[src/hdl/mdmrs_pkg.sv]
// Purpose: shared constants and types of the core data memory and return stack
// Assumes: 8-bit data path, 12-bit program counter
// Notes:   data addresses are register indices; the APB byte address is four times the index
`default_nettype none
package mdmrs_pkg;
  // ************************************************************
  // sizes
  // ************************************************************
  localparam int PC_W = 12;
  localparam int STK_DEPTH = 16;
  localparam int STK_IDX_W = 4;
  localparam int RAM_WORDS = 192;
  localparam int APB_AW = 12;
  // ************************************************************
  // data memory map (register index)
  // ************************************************************
  localparam logic [7:0] ADDR_IND_A = 8'h00;
  localparam logic [7:0] ADDR_PTR_A = 8'h01;
  localparam logic [7:0] ADDR_IND_B = 8'h02;
  localparam logic [7:0] ADDR_PTR_B = 8'h03;
  localparam logic [7:0] ADDR_BANK = 8'h04;
  localparam logic [7:0] ADDR_ACC = 8'h05;
  localparam logic [7:0] ADDR_FLAGS = 8'h0A;
  localparam logic [7:0] RAM_BASE = 8'h40;
  localparam logic [7:0] RAM_LAST = 8'hFF;
  // ************************************************************
  // flag layout and reset values
  // ************************************************************
  localparam int FLAG_C = 0;
  localparam int FLAG_AC = 1;
  localparam int FLAG_Z = 2;
  localparam int FLAG_OV = 3;
  localparam logic [7:0] FLAGS_WMASK = 8'h0F;
  localparam logic [7:0] RST_BYTE = 8'h00;
  localparam logic [7:0] BANK_ZERO = 8'h00;
  localparam logic [STK_IDX_W-1:0] STK_IDX_RST = 4'h0;
  localparam logic [STK_IDX_W:0] STK_CNT_RST = 5'h00;
  localparam logic [STK_IDX_W:0] STK_CNT_FULL = 5'h10;
  // ************************************************************
  // operations issued by the sequencer
  // ************************************************************
  typedef enum logic [4:0] {
    OP_NOP, OP_ADD, OP_ADC, OP_SUB, OP_SBC, OP_DAA,
    OP_AND, OP_OR, OP_XOR, OP_CPL,
    OP_RL, OP_RR, OP_RLC, OP_RRC, OP_INC, OP_DEC,
    OP_SZ, OP_SNZ, OP_SIZ, OP_SDZ,
    OP_SET, OP_CLR, OP_MOVA, OP_MOVM
  } mdmrs_op_e;
endpackage
`default_nettype wire

[src/hdl/mdmrs_stack_if.sv]
// Purpose: carries push/pop requests between core and return stack
// Assumes: single clock, requests are one-cycle pulses
// Notes:   no clocking block; purely a bundle
`timescale 1ns/1ps
`default_nettype none
interface mdmrs_stack_if;
  import mdmrs_pkg::*;
  logic push;
  logic pop;
  logic [PC_W-1:0] push_pc;
  logic [PC_W-1:0] pop_pc;
  logic full;
  logic empty;
  modport core (output push, output pop, output push_pc, input pop_pc, input full, input empty);
  modport stack (input push, input pop, input push_pc, output pop_pc, output full, output empty);
endinterface
`default_nettype wire

[src/hdl/mdmrs_core.sv]
// Purpose: data memory, pointers, accumulator, ALU and return stack control
// Assumes: sequencer gives one-cycle op, call and return pulses
// Notes:   APB word at byte address 4*index; peripheral specials read zero here
`timescale 1ns/1ps
`default_nettype none
module mdmrs_core
  import mdmrs_pkg::*;
(
  input wire logic i_clock,                   // 10 MHz system clock
  input wire logic i_rst_n,                   // sync reset, active low
  input wire logic i_psel,                    // APB select
  input wire logic i_penable,                 // APB enable
  input wire logic i_pwrite,                  // APB write
  input wire logic [mdmrs_pkg::APB_AW-1:0] i_paddr, // APB byte address
  input wire logic [31:0] i_pwdata,           // APB write data
  output logic [31:0] o_prdata,               // APB read data
  output logic o_pready,                      // APB ready
  output logic o_pslverr,                     // APB error
  input wire logic i_call,                    // call pulse
  input wire logic i_ret,                     // return pulse
  input wire logic i_irq_event,               // enabled interrupt raised
  input wire logic [mdmrs_pkg::PC_W-1:0] i_pc, // counter to save
  output logic o_irq_ack,                     // acknowledge pulse
  output logic o_irq_pending,                 // latched request
  output logic [mdmrs_pkg::PC_W-1:0] o_ret_pc, // restored counter
  output logic o_stack_full,                  // stack full
  input wire logic i_op_valid,                // op strobe
  input wire mdmrs_pkg::mdmrs_op_e i_op,       // operation
  input wire logic [7:0] i_op_addr,           // memory operand index
  input wire logic i_op_to_acc,               // result to accumulator
  input wire logic i_op_imm_en,               // use immediate operand
  input wire logic [7:0] i_op_imm,            // immediate operand
  input wire logic [2:0] i_op_bit,            // bit number
  output logic [7:0] o_op_result,             // last result
  output logic o_op_skip                      // skip next instruction
);
  import mdmrs_pkg::*;

  logic [7:0] ram [RAM_WORDS];
  logic [7:0] ptr_a;
  logic [7:0] ptr_b;
  logic [7:0] bank;
  logic [7:0] acc;
  logic [7:0] flags;
  logic pending;
  logic rd_ok;
  mdmrs_stack_if stk ();

  // ************************************************************
  // address helpers
  // ************************************************************
  // indirect through pointer; bit 8 = usable
  // pointer at an indirect location is unusable
  // full 8-bit pointer value as address
  function automatic logic [8:0] resolve(input logic [7:0] a, input logic [7:0] pa, input logic [7:0] pb);
    logic [7:0] e;
    e = (a == ADDR_IND_A) ? pa : (a == ADDR_IND_B) ? pb : a;
    resolve = {!(e == ADDR_IND_A || e == ADDR_IND_B), e};
  endfunction

  function automatic logic is_ram(input logic [7:0] e, input logic [7:0] bk);
    is_ram = (e >= RAM_BASE) && (bk == BANK_ZERO);
  endfunction

  function automatic logic [7:0] rd_loc(input logic [8:0] r);
    logic [7:0] e;
    e = r[7:0];
    rd_loc = RST_BYTE;
    if (r[8]) begin
      if (is_ram(e, bank)) begin
        rd_loc = ram[e - RAM_BASE];
      end else begin
        case (e)
          ADDR_PTR_A: rd_loc = ptr_a;
          ADDR_PTR_B: rd_loc = ptr_b;
          ADDR_BANK: rd_loc = bank;
          ADDR_ACC: rd_loc = acc;
          ADDR_FLAGS: rd_loc = flags & FLAGS_WMASK;
          default: rd_loc = RST_BYTE;
        endcase
      end
    end
  endfunction

  // ************************************************************
  // ALU
  // ************************************************************
  logic [8:0] op_dst;
  logic [7:0] op_mem;
  logic [7:0] op_b;
  logic [7:0] res;
  logic [7:0] next_flags;
  logic upd_flags;
  logic wr_res;
  logic next_skip;
  logic [7:0] bb;
  logic cin;
  logic [8:0] sum;
  logic [4:0] lo;
  logic [8:0] daa;

  assign op_dst = resolve(i_op_to_acc ? ADDR_ACC : i_op_addr, ptr_a, ptr_b);
  // a process, so a changed stored value retriggers the read, not only a new address
  always_comb begin
    op_mem = rd_loc(resolve(i_op_addr, ptr_a, ptr_b));
  end
  assign op_b = i_op_imm_en ? i_op_imm : op_mem;

  always_comb begin
    res = RST_BYTE;
    next_flags = flags & FLAGS_WMASK;
    upd_flags = 1'b1;
    wr_res = 1'b1;
    next_skip = 1'b0;
    bb = op_b;
    cin = 1'b0;
    if (i_op == OP_SUB || i_op == OP_SBC) begin
      bb = ~op_b;
    end
    case (i_op)
      OP_ADC, OP_SBC: cin = flags[FLAG_C];
      OP_SUB: cin = 1'b1;
      default: cin = 1'b0;
    endcase
    sum = {1'b0, acc} + {1'b0, bb} + {8'h00, cin};
    lo = {1'b0, acc[3:0]} + {1'b0, bb[3:0]} + {4'h0, cin};
    daa = {1'b0, acc};
    if (acc[3:0] > 4'h9 || flags[FLAG_AC]) begin
      daa = daa + 9'h006;
    end
    if (daa[8:4] > 5'h09 || flags[FLAG_C]) begin
      daa = daa + 9'h060;
    end
    case (i_op)
      OP_ADD, OP_ADC, OP_SUB, OP_SBC: begin
        res = sum[7:0];
        next_flags[FLAG_C] = sum[8];
        next_flags[FLAG_AC] = lo[4];
        // overflow = carry into msb xor carry out
        next_flags[FLAG_OV] = (acc[7] ^ bb[7] ^ sum[7]) ^ sum[8];
      end
      OP_DAA: begin
        res = daa[7:0];
        next_flags[FLAG_C] = daa[8] | flags[FLAG_C];
      end
      OP_AND: res = acc & op_b;
      OP_OR: res = acc | op_b;
      OP_XOR: res = acc ^ op_b;
      OP_CPL: res = ~op_mem;
      OP_RL: res = {op_mem[6:0], op_mem[7]};
      OP_RR: res = {op_mem[0], op_mem[7:1]};
      OP_RLC: begin
        res = {op_mem[6:0], flags[FLAG_C]};
        next_flags[FLAG_C] = op_mem[7];
      end
      OP_RRC: begin
        res = {flags[FLAG_C], op_mem[7:1]};
        next_flags[FLAG_C] = op_mem[0];
      end
      OP_INC, OP_SIZ: res = op_mem + 8'h01;
      OP_DEC, OP_SDZ: res = op_mem - 8'h01;
      OP_SZ, OP_SNZ: begin
        res = op_mem;
        wr_res = 1'b0;
      end
      OP_SET: begin
        res = op_mem | (8'h01 << i_op_bit);
        upd_flags = 1'b0;
      end
      OP_CLR: begin
        res = op_mem & ~(8'h01 << i_op_bit);
        upd_flags = 1'b0;
      end
      OP_MOVA: begin
        res = op_b;
        upd_flags = 1'b0;
      end
      OP_MOVM: begin
        res = acc;
        upd_flags = 1'b0;
      end
      default: begin
        wr_res = 1'b0;
        upd_flags = 1'b0;
      end
    endcase
    // zero flag on logic and arithmetic results
    if (upd_flags && i_op != OP_RL && i_op != OP_RR && i_op != OP_RLC && i_op != OP_RRC) begin
      next_flags[FLAG_Z] = (res == RST_BYTE);
    end
    case (i_op)
      OP_SZ, OP_SIZ, OP_SDZ: next_skip = (res == RST_BYTE);
      OP_SNZ: next_skip = (res != RST_BYTE);
      default: next_skip = 1'b0;
    endcase
  end

  // ************************************************************
  // shared write port: sequencer first, APB when idle
  // ************************************************************
  logic [8:0] apb_loc;
  logic apb_go;
  logic wr_en;
  logic [8:0] wr_loc;
  logic [7:0] wr_data;
  logic op_go;
  logic op_dst_acc;

  assign op_go = i_op_valid && i_op != OP_NOP;
  assign op_dst_acc = (i_op == OP_MOVA) || i_op_to_acc;
  assign apb_loc = resolve(i_paddr[9:2], ptr_a, ptr_b);
  assign o_pslverr = o_pready && (i_paddr[11:10] != 2'b00 || i_paddr[1:0] != 2'b00);
  assign apb_go = o_pready && i_pwrite && !o_pslverr;
  always_comb begin
    wr_en = 1'b0;
    wr_loc = '0;
    wr_data = RST_BYTE;
    if (op_go) begin
      wr_en = wr_res;
      wr_loc = op_dst_acc ? {1'b1, ADDR_ACC} : op_dst;
      wr_data = res;
    end else if (apb_go) begin
      wr_en = 1'b1;
      wr_loc = apb_loc;
      wr_data = i_pwdata[7:0];
    end
  end

  always_ff @(posedge i_clock) begin
    if (wr_en && wr_loc[8] && is_ram(wr_loc[7:0], bank)) begin
      ram[wr_loc[7:0] - RAM_BASE] <= wr_data;
    end
  end

  always_ff @(posedge i_clock) begin
    if (!i_rst_n) begin
      ptr_a <= RST_BYTE;
      ptr_b <= RST_BYTE;
      bank <= BANK_ZERO;
      acc <= RST_BYTE;
    end else if (wr_en && wr_loc[8]) begin
      case (wr_loc[7:0])
        ADDR_PTR_A: ptr_a <= wr_data;
        ADDR_PTR_B: ptr_b <= wr_data;
        ADDR_BANK: bank <= wr_data;
        ADDR_ACC: acc <= wr_data;
        default: ;
      endcase
    end
  end

  // flag update beats a plain write to the flags
  always_ff @(posedge i_clock) begin
    if (!i_rst_n) begin
      flags <= RST_BYTE;
    end else if (op_go && upd_flags) begin
      flags <= next_flags & FLAGS_WMASK;
    end else if (wr_en && wr_loc == {1'b1, ADDR_FLAGS}) begin
      flags <= wr_data & FLAGS_WMASK;
    end
  end

  always_ff @(posedge i_clock) begin
    if (!i_rst_n) begin
      o_op_result <= RST_BYTE;
      o_op_skip <= 1'b0;
    end else begin
      o_op_skip <= op_go && next_skip;
      if (op_go) begin
        o_op_result <= res;
      end
    end
  end

  // ************************************************************
  // APB slave: data sampled a cycle ahead, ready when no op collides
  // ************************************************************
  always_ff @(posedge i_clock) begin
    if (!i_rst_n) begin
      rd_ok <= 1'b0;
      o_prdata <= '0;
    end else begin
      rd_ok <= i_psel && !i_op_valid;
      o_prdata <= {24'h000000, rd_loc(apb_loc)};
    end
  end
  assign o_pready = i_psel && i_penable && rd_ok && !i_op_valid;

  // ************************************************************
  // return stack control
  // ************************************************************
  // request latched; set wins over clear
  always_ff @(posedge i_clock) begin
    if (!i_rst_n) begin
      pending <= 1'b0;
    end else if (i_irq_event) begin
      pending <= 1'b1;
    end else if (o_irq_ack) begin
      pending <= 1'b0;
    end
  end
  // no acknowledge while full; a call or a return wins the cycle
  assign o_irq_ack = pending && !stk.full && !i_call && !i_ret;
  assign o_irq_pending = pending;
  assign o_stack_full = stk.full;
  // stack only reachable from the sequencer
  assign stk.push = i_call || o_irq_ack;
  assign stk.pop = i_ret;
  assign stk.push_pc = i_pc;
  assign o_ret_pc = stk.pop_pc;

  mdmrs_stack u_stack (
    .i_clock(i_clock),
    .i_rst_n(i_rst_n),
    .s(stk)
  );
endmodule // mdmrs_core
`default_nettype wire

[src/hdl/mdmrs_stack.sv]
// Purpose: 16-level program counter return stack
// Assumes: push and pop never in the same cycle
// Notes:   circular index; pop result registered
`timescale 1ns/1ps
`default_nettype none
module mdmrs_stack
  import mdmrs_pkg::*;
(
  input wire logic i_clock,   // system clock
  input wire logic i_rst_n,   // sync reset, active low
  mdmrs_stack_if.stack s      // push/pop bundle
);
  logic [PC_W-1:0] slot [STK_DEPTH];
  logic [STK_IDX_W-1:0] idx;
  logic [STK_IDX_W:0] cnt;
  logic [PC_W-1:0] pop_pc;
  logic [STK_IDX_W-1:0] top;

  assign top = idx - 4'h1;
  assign s.full = (cnt == STK_CNT_FULL);
  assign s.empty = (cnt == STK_CNT_RST);
  assign s.pop_pc = pop_pc;

  // ************************************************************
  // index and count
  // ************************************************************
  // empty after reset
  always_ff @(posedge i_clock) begin
    if (!i_rst_n) begin
      idx <= STK_IDX_RST;
      cnt <= STK_CNT_RST;
    end else if (s.push) begin
      idx <= idx + 4'h1;
      if (!s.full) begin
        cnt <= cnt + 5'h01;
      end
    end else if (s.pop && !s.empty) begin
      idx <= top;
      cnt <= cnt - 5'h01;
    end
  end

  always_ff @(posedge i_clock) begin
    if (s.push) begin
      slot[idx] <= s.push_pc;
    end
  end

  always_ff @(posedge i_clock) begin
    if (!i_rst_n) begin
      pop_pc <= '0;
    end else if (s.pop && !s.empty) begin
      pop_pc <= slot[top];
    end
  end
endmodule // mdmrs_stack
`default_nettype wire

[config.mk]
export PLATFORM = sky130hd
export DESIGN_NAME = mdmrs_core
export DESIGN_NICKNAME = d
export VERILOG_FILES = /design/src/hdl/mdmrs_pkg.sv /design/src/hdl/mdmrs_stack_if.sv /design/src/hdl/mdmrs_core.sv /design/src/hdl/mdmrs_stack.sv
export SDC_FILE = /design/constraint.sdc
export NUM_CORES = 2
export LEC_CHECK = 0
export ABC_AREA = 0
export ABC_CLOCK_PERIOD_IN_PS = 41700
export CORE_ASPECT_RATIO = 1.75
export CORE_UTILIZATION = 30
export DETAILED_ROUTE_END_ITERATION = 10
export DONT_BUFFER_PORTS = 1
export MAX_ROUTING_LAYER = met4
export REMOVE_ABC_BUFFERS = 1
export SLEW_MARGIN = 20
export SYNTH_ARGS = -nofsm -noshare
export SYNTH_HDL_FRONTEND = slang
export SYNTH_SLANG_ARGS = --single-unit
[constraint.sdc]
create_clock -name i_clock -period 41.7 [get_ports i_clock]
set_clock_uncertainty 0.15 [all_clocks]
set_input_delay 4.17 -clock i_clock [delete_from_list [all_inputs] [get_ports i_clock]]
set_output_delay 4.17 -clock i_clock [all_outputs]
set_load 0.02 [all_outputs]
==> results.json <==
{
  "viasPerCell": 6.06,
  "ys_types": 103,
  "cts.repair.resized": 0,
  "failed_checks": "DRC",
  "row_count": 265,
  "drive_above_1_share_pct": 9.72,
  "critPathMaxStageDelay_ns": 1.08,
  "die_w_um": 416,
  "seq_area_um2": 53400,
  "routabilityCongestion": 1.03,
  "cp_top_family": "compound AO/OA/AOI/OAI gates",
  "grt_pass1_vias": 71800,
  "crit_buf_inv": 8,
  "final_hold_viol_count": 0,
  "synth_top_area_share_pct": 57.6,
  "setup_violations": 0,
  "path_class": "in2reg",
  "place_hpwl_um": 258000,
  "min_from": "u_stack.cnt[3]",
  "path_max_fanout": 107,
  "drt-pass1-iter-count": 11,
  "clkSlewWorstSetupHoldPaths_ns": 0.06,
  "tns_ns": 0,
  "clock_path_buffers": 4,
  "fin_crit_sh_pct": 37.8,
  "crit_start": "i_op_addr[4]",
  "dp.cells": 12100,
  "hp-class": "reg2reg",
  "maxSlewHeadroom_pct": 11.1,
  "drt_wl_total_um": 395000,
  "clock.fmax_mhz": 63.4,
  "clk_latency_ns": 0.93,
  "drv_cap": 0,
  "ys_seq_area_share_pct": 59.3,
  "cts_hold_repair.buffers": 0,
  "grt_max_degree": 197,
  "grt_first_pass_wirelength_um": 547000,
  "multi_input_area_um2": 33800,
  "nNetsFinal": 8548,
  "synth_area_per_cell_um2": 10.5,
  "fill_cells": 29200,
  "clock_sinks": 1804,
  "period_needed_ns": 15.78,
  "die-area_um2": 302000,
  "critPathArrivalTime_ns": 16.09,
  "start_util_pct": 30.2,
  "crit_path_start_kind": "input port",
  "synthArstFlopShare_pct": 0,
  "cts-buffers-inserted": 180,
  "crit_top_cell": "buf_4",
  "h-tree-depth": 4,
  "status": "finished with violations",
  "wl_per_cell_um": 31.8,
  "ys.flop_type": "edfxtp_1",
  "synth_cells": 8588,
  "synth_area_leaders": "edfxtp_1 (58%), nand2_1 (11%), nand3_1 (3.8%), a311oi_1 (2.9%), mux4_2 (2.3%)",
  "root_buffer": "clkbuf_16",
  "p_leak_nw": 34.4,
  "io_pins": 149,
  "area_delta_synth_final_pct": 11.9,
  "rsz0062_at_grt": "no",
  "worst_pin_slew_ns": 1.33,
  "cts_tree": "built",
  "final_util_pct": 33.8,
  "antenna_left": 0,
  "syn-cell-area_um2": 90100,
  "maxSlewViolCount": 0,
  "io_buffers": 0,
  "antenna_found_initial": 22,
  "end_kind": "flop",
  "synth_warnings": 0,
  "synth_largest_area_cell": "edfxtp_1",
  "ys_seq_elements": 1804,
  "core_um2": 298000,
  "drc": 2,
  "drt_iter0_markers": 10000,
  "synth-edff-count": 1728,
  "cts_setup_buffers": 0,
  "cp_data_required_time_ns": 42.01,
  "final_cell_count_no_fill": 12500,
  "num_vias": 75400,
  "rr_startpoint": "ptr_a[1]",
  "grt-ovfl-total": 0,
  "power_density_nw_per_um2": 44.0,
  "dieHeight_um": 727,
  "slowest_stage": "o311ai_1",
  "gr-usage-all-layers_pct": 26.1,
  "ir_drop_v": 0.0000430
}
through the flow:
stage                     area [um2]  total power, W  hold slack (ns)  setup WS (ns)
after CTS                     100000         0.00441            0.386          26.54
after global placement         94600         0.00278            0.338          25.80
final                         101000         0.00443            0.376          25.92
after detailed placement       94700         0.00279            0.376          25.68
after global routing          101000         0.00452            0.399          25.86
after floorplan                86800         0.00261            0.306           4.56
worst min-delay path, stage by stage, from the launching register on:
cell and delay [ns]:
dfxtp_1 0.35, a21oi_1 0.07, nor2_1 0.07
layer usage:
metal	track usage (%)	up-vias	wire length (um)
met5	-	-	0
met4	26.0	0	48300
met3	5.81	1801	38400
met2	41.9	5430	187000
met1	25.8	36900	122000
li1	-	31300	-
report_power, final:
| part | total (W) | switching, W | leakage [nW] | internal [W] |
|---|---|---|---|---|
| Clock | 0.00165 | 0.000733 | 2.80 | 0.000917 |
| Sequential | 0.00209 | 0.0000239 | 16.8 | 0.00206 |
| Combinational | 0.000692 | 0.000497 | 14.8 | 0.000195 |
| Total | 0.00443 | 0.00125 | 34.4 | 0.00318 |
final cells by class:
| cell class | count | area share [%] |
|---|---|---|
| diodes | 33 | 0.0820 |
| clock buffers | 214 | 4.67 |
| clock inverters | 107 | 1.02 |
| inverters | 55 | 0.215 |
| multi-input cells | 6046 | 33.5 |
| flip-flops and latches | 1804 | 53.0 |
| well taps | 3871 | 4.81 |
| repair buffers | 322 | 2.69 |
kinds of logic (layout without fill, tap and decap cells):
group           count (synthesis)  count (layout)  synth area share [%]
simple gates                 4174            4174                  19.7
flops                        1804            1804                  59.3
compound gates               1481            1481                  11.5
buf+inv                       761             698                  3.93
mux                           285             285                  4.47
fa+ha+maj                      48              48                 0.700
xor+xnor                       34              34                 0.331
other cells                     1              57               0.00416
cell usage in the layout (no fill, tap or decap), types with 48 or more instances in the layout:
cell type | Yosys | layout
nand2_1 | 2658 | 2651
edfxtp_1 | 1728 | 1728
nand3_1 | 679 | 679
a21oi_1 | 391 | 387
nor2_1 | 367 | 332
a311oi_1 | 299 | 299
buf_4 | 80 | 299
and3_1 | 246 | 246
a31oi_1 | 196 | 194
clkbuf_16 | 0 | 183
mux2i_1 | 167 | 167
a211oi_1 | 143 | 140
o21ai_0 | 98 | 94
mux4_2 | 91 | 91
dfxtp_1 | 76 | 75
inv_1 | 54 | 52
nand4_1 | 48 | 48
a32oi_1 | 48 | 48
Yosys cell counts (44+ instances only):
cell type	number
inv_1	54
and3_1	246
ha_1	44
mux2i_1	167
mux4_2	91
dfxtp_1	76
clkbuf_1	414
nand4_1	48
nand3_1	679
edfxtp_1	1728
a211oi_1	143
a311oi_1	299
nor3_1	50
a31oi_1	196
buf_2	100
nor2_1	367
buf_4	80
a32oi_1	48
a22oi_1	47
o21ai_0	98
nand2_1	2658
buf_1	79
a21oi_1	391
registers in the layout, indices dropped and copies added (netlist names):
signal / count
acc: 8
bank: 8
flags: 4
o_irq_pending: 1
o_op_result: 8
o_op_skip: 1
o_prdata: 8
ptr_a: 8
ptr_b: 8
ram: 1536
rd_ok: 1
u_stack.cnt: 5
u_stack.idx: 4
u_stack.s.pop_pc: 12
u_stack.slot: 192
path summary, 6_finish.rpt:
path | cells after the start | slack, ns | to
worst max-delay path | 31 | 25.92 | ram[160][6]
worst min-delay path | 2 | 0.38 | u_stack.cnt[3]
worst max register to register | 31 | 29.02 | ram[160][6]
worst min register to register | 2 | 0.38 | u_stack.cnt[3]
Note: power is estimated with default switching activity, not from simulation.
